<file path="src/rtl/epfr_pkg.sv">
// Package of offsets, field layout and types for the engine fault recorders
package epfr_pkg;

	// ************************************************************
	// Register map
	// ************************************************************
	localparam int EPFR_ADDR_W = 20;
	localparam logic [EPFR_ADDR_W-1:0] EPFR_MEDIA_OFS = 20'h04194;
	localparam logic [EPFR_ADDR_W-1:0] EPFR_BLIT_OFS = 20'h04294;
	localparam logic [31:0] EPFR_RESET_VAL = 32'h0000_0000;

	// ************************************************************
	// Field layout
	// ************************************************************
	localparam int EPFR_VADDR_LSB = 12;
	localparam int EPFR_VADDR_W = 20;
	localparam int EPFR_TSEL_POS = 11;
	localparam int EPFR_REQUESTER_IDENTIFIER_LSB = 3;
	localparam int EPFR_REQUESTER_IDENTIFIER_W = 8;
	localparam int EPFR_CLASS_LSB = 1;
	localparam int EPFR_VALID_POS = 0;

	// Fault class encoding
	typedef enum logic [1:0] {
		EPFR_PAGE_FAULT = 2'h0,
		EPFR_PD_INVALID = 2'h1,
		EPFR_PD_UNLOADED = 2'h2,
		EPFR_PD_BOTH = 2'h3
	} epfr_class_e;

	// One fault report from the translation unit
	typedef struct packed {
		logic [EPFR_VADDR_W-1:0] vaddr;
		logic table_sel;
		logic [EPFR_REQUESTER_IDENTIFIER_W-1:0] requester_identifier;
		epfr_class_e fault_class;
	} epfr_fault_s;

	// Register access request: one read or write strobe per cycle
	typedef struct packed {
		logic wr;
		logic rd;
		logic [EPFR_ADDR_W-1:0] addr;
		logic [31:0] wdata;
	} epfr_req_s;

endpackage : epfr_pkg

</file>
<file path="src/rtl/epfr_record.sv">
// One first-fault record register, instantiated once per engine
module epfr_record (
	input wire logic core_clk_i,
	input wire logic rst_i,
	input wire logic fault_i,
	input wire epfr_pkg::epfr_fault_s fault_info_i,
	input wire logic sw_wr_i,
	input wire logic [31:0] sw_wdata_i,
	output logic [31:0] record_o
);
	import epfr_pkg::*;

	logic [31:0] record_ff;
	logic [31:0] nxt_record;
	logic valid_w;
	logic sw_clear_w;
	logic capture_w;
	logic [31:0] fault_word_w;

	// ************************************************************
	// Next-value decode
	// ************************************************************
	assign valid_w = record_ff[EPFR_VALID_POS];
	// Clearing valid wipes the whole word; a write leaving valid set is
	// ignored so software cannot forge a record
	assign sw_clear_w = sw_wr_i && !sw_wdata_i[EPFR_VALID_POS];
	// A fault in the clearing cycle counts as the first one again
	assign capture_w = fault_i && (!valid_w || sw_clear_w);
	assign fault_word_w = {fault_info_i.vaddr,
		fault_info_i.table_sel,
		fault_info_i.requester_identifier,
		fault_info_i.fault_class,
		1'b1};
	assign nxt_record = capture_w ? fault_word_w :
		(sw_clear_w ? EPFR_RESET_VAL : record_ff);

	// Record storage
	always_ff @(posedge core_clk_i) begin
		if (rst_i) begin
			record_ff <= EPFR_RESET_VAL;
		end else begin
			record_ff <= nxt_record;
		end
	end

	assign record_o = record_ff;
endmodule : epfr_record

</file>
<file path="src/rtl/epfr_top.sv">
// Top of the engine page fault recorder: two records behind an MMIO port
module epfr_top (
	input wire logic core_clk_i,
	input wire logic rst_i,
	input wire epfr_pkg::epfr_req_s req_i,
	output logic [31:0] rdata_o,
	output logic rvalid_o,
	input wire logic media_fault_i,
	input wire epfr_pkg::epfr_fault_s media_fault_info_i,
	input wire logic blit_fault_i,
	input wire epfr_pkg::epfr_fault_s blit_fault_info_i,
	output logic media_fault_valid_o,
	output logic blit_fault_valid_o
);
	import epfr_pkg::*;

	logic hit_media_w;
	logic hit_blit_w;
	logic [31:0] media_record_w;
	logic [31:0] blit_record_w;
	logic [31:0] nxt_rdata;
	logic [31:0] rdata_ff;
	logic rvalid_ff;
	logic media_wr_w;
	logic blit_wr_w;
	logic media_clear_w;
	logic blit_clear_w;
	logic hit_any_w;

	// ************************************************************
	// Address decode
	// ************************************************************
	// Each engine owns one word; unmapped reads return zero
	assign hit_media_w = req_i.addr == EPFR_MEDIA_OFS;
	assign hit_blit_w = req_i.addr == EPFR_BLIT_OFS;
	assign hit_any_w = hit_media_w || hit_blit_w;
	assign nxt_rdata = hit_media_w ? media_record_w :
		(hit_blit_w ? blit_record_w : EPFR_RESET_VAL);
	// Write strobes per record; the record itself decides whether a
	// write is an honoured clear or a refused attempt to set fields
	assign media_wr_w = req_i.wr && hit_media_w;
	assign blit_wr_w = req_i.wr && hit_blit_w;
	// Clearing writes, kept here so the checks below can see them
	assign media_clear_w = media_wr_w && !req_i.wdata[EPFR_VALID_POS];
	assign blit_clear_w = blit_wr_w && !req_i.wdata[EPFR_VALID_POS];

	// ************************************************************
	// Per-engine records
	// ************************************************************
	epfr_record u_media (
		.core_clk_i(core_clk_i),
		.rst_i(rst_i),
		.fault_i(media_fault_i),
		.fault_info_i(media_fault_info_i),
		.sw_wr_i(media_wr_w),
		.sw_wdata_i(req_i.wdata),
		.record_o(media_record_w)
	);

	epfr_record u_blit (
		.core_clk_i(core_clk_i),
		.rst_i(rst_i),
		.fault_i(blit_fault_i),
		.fault_info_i(blit_fault_info_i),
		.sw_wr_i(blit_wr_w),
		.sw_wdata_i(req_i.wdata),
		.record_o(blit_record_w)
	);

	// Registered read data, one cycle after the read strobe; it stays
	// put between reads so a slow poller always sees a settled word
	always_ff @(posedge core_clk_i) begin
		if (rst_i) begin
			rdata_ff <= EPFR_RESET_VAL;
			rvalid_ff <= 1'b0;
		end else begin
			rdata_ff <= req_i.rd ? nxt_rdata : rdata_ff;
			rvalid_ff <= req_i.rd;
		end
	end

	assign rdata_o = rdata_ff;
	assign rvalid_o = rvalid_ff;
	assign media_fault_valid_o = media_record_w[EPFR_VALID_POS];
	assign blit_fault_valid_o = blit_record_w[EPFR_VALID_POS];
endmodule : epfr_top

</file>
<file path="config.mk">
export PLATFORM = sky130hd
export DESIGN_NAME = epfr_top
export DESIGN_NICKNAME = d
export VERILOG_FILES = /design/src/rtl/epfr_pkg.sv /design/src/rtl/epfr_record.sv /design/src/rtl/epfr_top.sv
export SDC_FILE = /design/constraint.sdc
export NUM_CORES = 1
export LEC_CHECK = 0
export BUFFER_PORTS_ARGS = -buffer_cell sky130_fd_sc_hd__buf_2
export CELL_PAD_IN_SITES_DETAIL_PLACEMENT = 1
export CELL_PAD_IN_SITES_GLOBAL_PLACEMENT = 1
export CORE_ASPECT_RATIO = 0.75
export CORE_MARGIN = 4
export CORE_UTILIZATION = 40
export CTS_CLUSTER_SIZE = 28
export DETAILED_ROUTE_END_ITERATION = 6
export GPL_ROUTABILITY_DRIVEN = 1
export PLACE_DENSITY_LB_ADDON = 0.1
export SETUP_SLACK_MARGIN = 0.02
export SYNTH_ARGS = -nofsm -noshare
export SYNTH_HDL_FRONTEND = slang
export SYNTH_SLANG_ARGS = --single-unit
export TNS_END_PERCENT = 100
</file>
<file path="constraint.sdc">
create_clock -name core_clk_i -period 3.35 [get_ports core_clk_i]
set_clock_uncertainty 0.15 [all_clocks]
set_input_delay 0.67 -clock core_clk_i [delete_from_list [all_inputs] [get_ports core_clk_i]]
set_output_delay 0.67 -clock core_clk_i [all_outputs]
set_load 0.005 [all_outputs]
</file>
[Yosys cells after proc, flatten, opt, wreduce, memory -nomap -nowiden]
Index checks and enable logic that the tools add are counted.
Operators by class
  reduce and logical (&&, ||, !) cells: 13
  equal/unequal tests: 2
  mux-type cells: 6
Operators with widths (count)
  $mux W32: 6
  $eq A20 B15 Y1 const B: 2
  $logic_and A1 B1 Y1: 6
  $reduce_bool A2 Y1: 2
  $logic_not A1 Y1: 3
  $logic_or A1 B1 Y1: 2
Storage, ports and cells
  output and inout port bits: 35
  word-level logic and storage cells: 25
  flip-flop bits (word level): 97
  input bits: 120

[Logic depth before layout (Yosys ltp)]
  depth in word-level cells: 6
  mapped depth: 6
  mapped depth without buffers: 4

[By module]
A second synthesis with hierarchy kept.
Second synthesis, totals
  cells, all modules: 356
  area, all modules: 3978.8 µm²
Modules (own cells, without submodules)
  epfr_record: instances 2, seq. area each 640.6 µm², cells an instance 76, area each 1052.3 µm²
  epfr_top: instances 1, seq. area each 660.6 µm², cells an instance 204, area each 1874.3 µm²

[Worst setup path after synthesis]
OpenSTA, ideal clock, no wires.
  kind: input-to-reg
  start: in req_i[49] (netlist name)
  end: reg rdata_ff[0], in the netlist rdata_o[0]
  data required time: 3126 ps
  arrival: 1737 ps
  slack: 1389 ps
  path buffers: 2
  stages on the path: 6
  setup time: 74 ps
  cells stage by stage: nor4b_2 > and4_1 > buf_4 > buf_6 > nand4_1 > a31oi_1
On the way
  word-level cells in the longest chain between the ends: 3
  elaborated cells between the ends (all ways): 4
  those cells by class: eq/ne (2); mux (2)
RTL lines
  from (decl): RTL line epfr_top.sv:5  | input wire epfr_pkg::epfr_req_s req_i,
  $eq A20 B15 Y1: RTL line epfr_top.sv:35  | assign hit_blit_w = req_i.addr == EPFR_BLIT_OFS;
  $mux W32: RTL line epfr_top.sv:38  | (hit_blit_w ? blit_record_w : EPFR_RESET_VAL);
  $mux W32 (*): RTL line epfr_top.sv:37  | assign nxt_rdata = hit_media_w ? media_record_w :
  to (signal assigned): RTL line epfr_top.sv:77  | rdata_ff <= req_i.rd ? nxt_rdata : rdata_ff;
  to (decl): RTL line epfr_top.sv:22  | logic [31:0] rdata_ff;
Every way passes the cells marked *; elsewhere a longest branch is shown, timed or not.
A chain may end at the register's enable or synchronous reset.

[Final worst setup path]
  start: in req_i[49] (netlist name)
  end: reg u_media.record_ff[1], in the netlist u_media.record_o[1]
On the way
  word-level cells in the longest chain between the ends: 6
  elaborated cells between the ends (all ways): 7
  those cells by class: eq/ne (1); mux (1); reduce/logical (5)
RTL lines
  $eq A20 B15 Y1 (*): RTL line epfr_top.sv:34  | assign hit_media_w = req_i.addr == EPFR_MEDIA_OFS;
  $logic_and A1 B1 Y1 (*): RTL line epfr_top.sv:41  | assign media_wr_w = req_i.wr && hit_media_w;
  $logic_and A1 B1 Y1 (*): RTL line epfr_record.sv:26  | assign sw_clear_w = sw_wr_i && !sw_wdata_i[EPFR_VALID_POS];
  $logic_or A1 B1 Y1: RTL line epfr_record.sv:28  | assign capture_w = fault_i && (!valid_w || sw_clear_w);
  $logic_and A1 B1 Y1: RTL line epfr_record.sv:28
  $mux W32 / $reduce_bool A2 Y1 (equally long branches)
  to (signal assigned): RTL line epfr_record.sv:42  | record_ff <= nxt_record;
  to (decl): RTL line epfr_record.sv:13  | logic [31:0] record_ff;
Marked as above.

==> metrics <==
DP Cell Count 718; Die Y between 100 and 150 um; Netlist cell types 27; routability cong. approximately 0.74; final setup vio count 0; origin of the critical flop-to-flop path u_blit.record_o[0]; hpwl dp 9270 um; area grow syn2layout 22.3%; Final min period about 2.3 ns; Setup Crit Path Kind in2reg; delay of the slowest critical-path stage about 0.60 ns; count of buffers from port buffering 123; final hold vios 0; worst-case headroom to the max-slew limit 0.325; fmax between 400 and 500 MHz; #FFs+latches synth 97; CTS Sinks between 90 and 100; Critical Path Sink Type register; Via density between 5 and 6; # IOs about 160; Hold Path Class reg2reg; Slew Limit Fails 0; nets just over 700; total CTS buffers 9; initial antenna violation count 0; kind of start point of the critical path input pin; Synth Instances 498; CP max FO 17; Starting Density 0.413; Clock Root Buffer clkbuf_16; Syn Std Cell Area between 0.004 and 0.005 mm^2; initial DRC count around 290; CTS resizes 0; Routed Antenna Nets 0; leak pwr 2.32 nW; die area 0.0132 mm^2; most frequent cells in the layout buf_2, dfxtp_1, nand4_1; drt first pass iters 5; Antenna diodes 0; Worst VDD drop roughly 0.23 mV; Core Footprint between 0.01 and 0.015 mm^2; RSZ-0062 raised after global routing no; clock buffer depth 2; layout cells sized above 1 0.293; worst path required time between 3 and 4 ns; fin crit share 0.697; GRT Resource Usage Total 0.211; Vias around 4200; hold_sp u_media.record_o[23]; Post-CTS Hold Buffers 0; number of remaining DRC errors 0; most common cell after layout, fill and taps aside buf_2; CTS tree built; vias in the first global route roughly 4300; setup TNS 0 ns; worst-margin pin slew approximately 1 ns; sequential cell area fraction in the yosys report 0.426; Max Cap Viol 0; Total Wirelength 13900 um; latest clock arrival within the worst-skew pair around 0.35 ns; final hold slack approximately 0.33 ns; Final Instance Count excl. Fillers about 730; critical path arrival between 2 and 2.5 ns; crit path cell chain buf_2 -> nor4b_2 -> nand4_2 -> o21ai_4 -> buf_4 -> o32ai_2; Die Wd 131 um; status completed; H-tree levels 3; Congestion Overflow GR 0; Slowest-stage cell, CP o21ai_4; P per Cell Area about 500 mW/mm^2; Worst Setup SP req_i[49]; setup bufs post-CTS 0; largest net degree at the start of global routing 75; yosys warns 0; syn nets 618; setup slack, reg-to-reg 1.54 ns; num rows 33; first-pass GRT wire length around 22000 um; Worst-path clk slew 0.07 ns; routed len/inst ~19 um; Avg Cell Area, Syn just over 9 um^2
==> synth_stat cells, drive strengths merged <==
master / number / share of area
o21a: 1 / 0.0016
and4bb: 1 / 0.0027
nor2b: 6 / 0.0082
nand4: 66 / 0.092
a21oi: 3 / 0.0033
nand3: 2 / 0.0022
o32ai: 62 / 0.14
nor4b: 2 / 0.0085
nor2: 2 / 0.0016
o21ai: 3 / 0.0033
and4: 2 / 0.0038
o22ai: 1 / 0.0014
o21bai: 32 / 0.053
dfxtp: 97 / 0.43
clkbuf: 30 / 0.025
nand2b: 63 / 0.087
buf: 28 / 0.044
a31oi: 32 / 0.044
inv: 64 / 0.053
nor4: 1 / 0.0047
==> critical path, delay by kind of cell <==
family | cells | cell delay, ns
AOI/OAI and AO/OA | 2 | 0.71
and+or+nand+nor | 2 | 0.62
buffers and inverters | 2 | 0.40
==> per-layer routing <==
| metal | vias up | track usage | share of wire |
|---|---|---|---|
| li1 | 2014 | - | - |
| met1 | 2010 | 0.294 | 0.48 |
| met2 | 115 | 0.323 | 0.45 |
| met3 | 22 | 0.0526 | 0.051 |
| met4 | 0 | 0.0694 | 0.018 |
| met5 | - | 0 | 0 |
==> stage by stage <==
stage,total power [W],area [um^2],setup WS (ns),utilization
floorplan,0.00146,4550,1.39,-
global placement,0.00160,5230,0.703,0.474
detailed placement,0.00161,5230,0.662,0.474
CTS,0.00281,5570,1.03,0.505
global route,0.00290,5570,0.897,0.505
finish,0.00279,5570,1.01,0.505
==> final timing paths <==
path | to | cells past startpoint
worst max-delay path | u_media.record_o[1] | 6
worst min-delay path | u_media.record_o[23] | 2
worst max register to register | u_blit.record_o[28] | 3
worst min register to register | u_media.record_o[23] | 2
==> cell type report <==
cell class | instances | area (um^2)
multi-input cells | 279 | 2110
repair buffers | 138 | 756
well taps | 140 | 175
clock inverters | 5 | 103
clock buffers | 11 | 243
flip-flops and latches | 97 | 1940
fillers | 1312 | 5450
inverters | 64 | 240
==> logic make-up (layout without fill, tap and decap cells) <==
logic type / Yosys count / after routing / share of synthesized area
AO/OA/AOI/OAI: 134 / 134 / 0.242
buffers and inverters: 122 / 218 / 0.121
flip-flops: 97 / 97 / 0.426
AND/OR/NAND/NOR: 145 / 145 / 0.210
==> registers in the layout, summed over array words and instances, names as in the netlist <==
register / count
rdata_o: 32
u_media.record_o: 32
rvalid_o: 1
u_blit.record_o: 32
==> power by group <==
part	leakage [nW]	switching [W]	internal (W)	total, W
registers	0.798	0.0000403	0.00122	0.00126
clock network	0.166	0.000460	0.000750	0.00121
logic	1.36	0.000181	0.000144	0.000325
total	2.32	0.000681	0.00211	0.00279
Power figures use the tool's default switching activity.
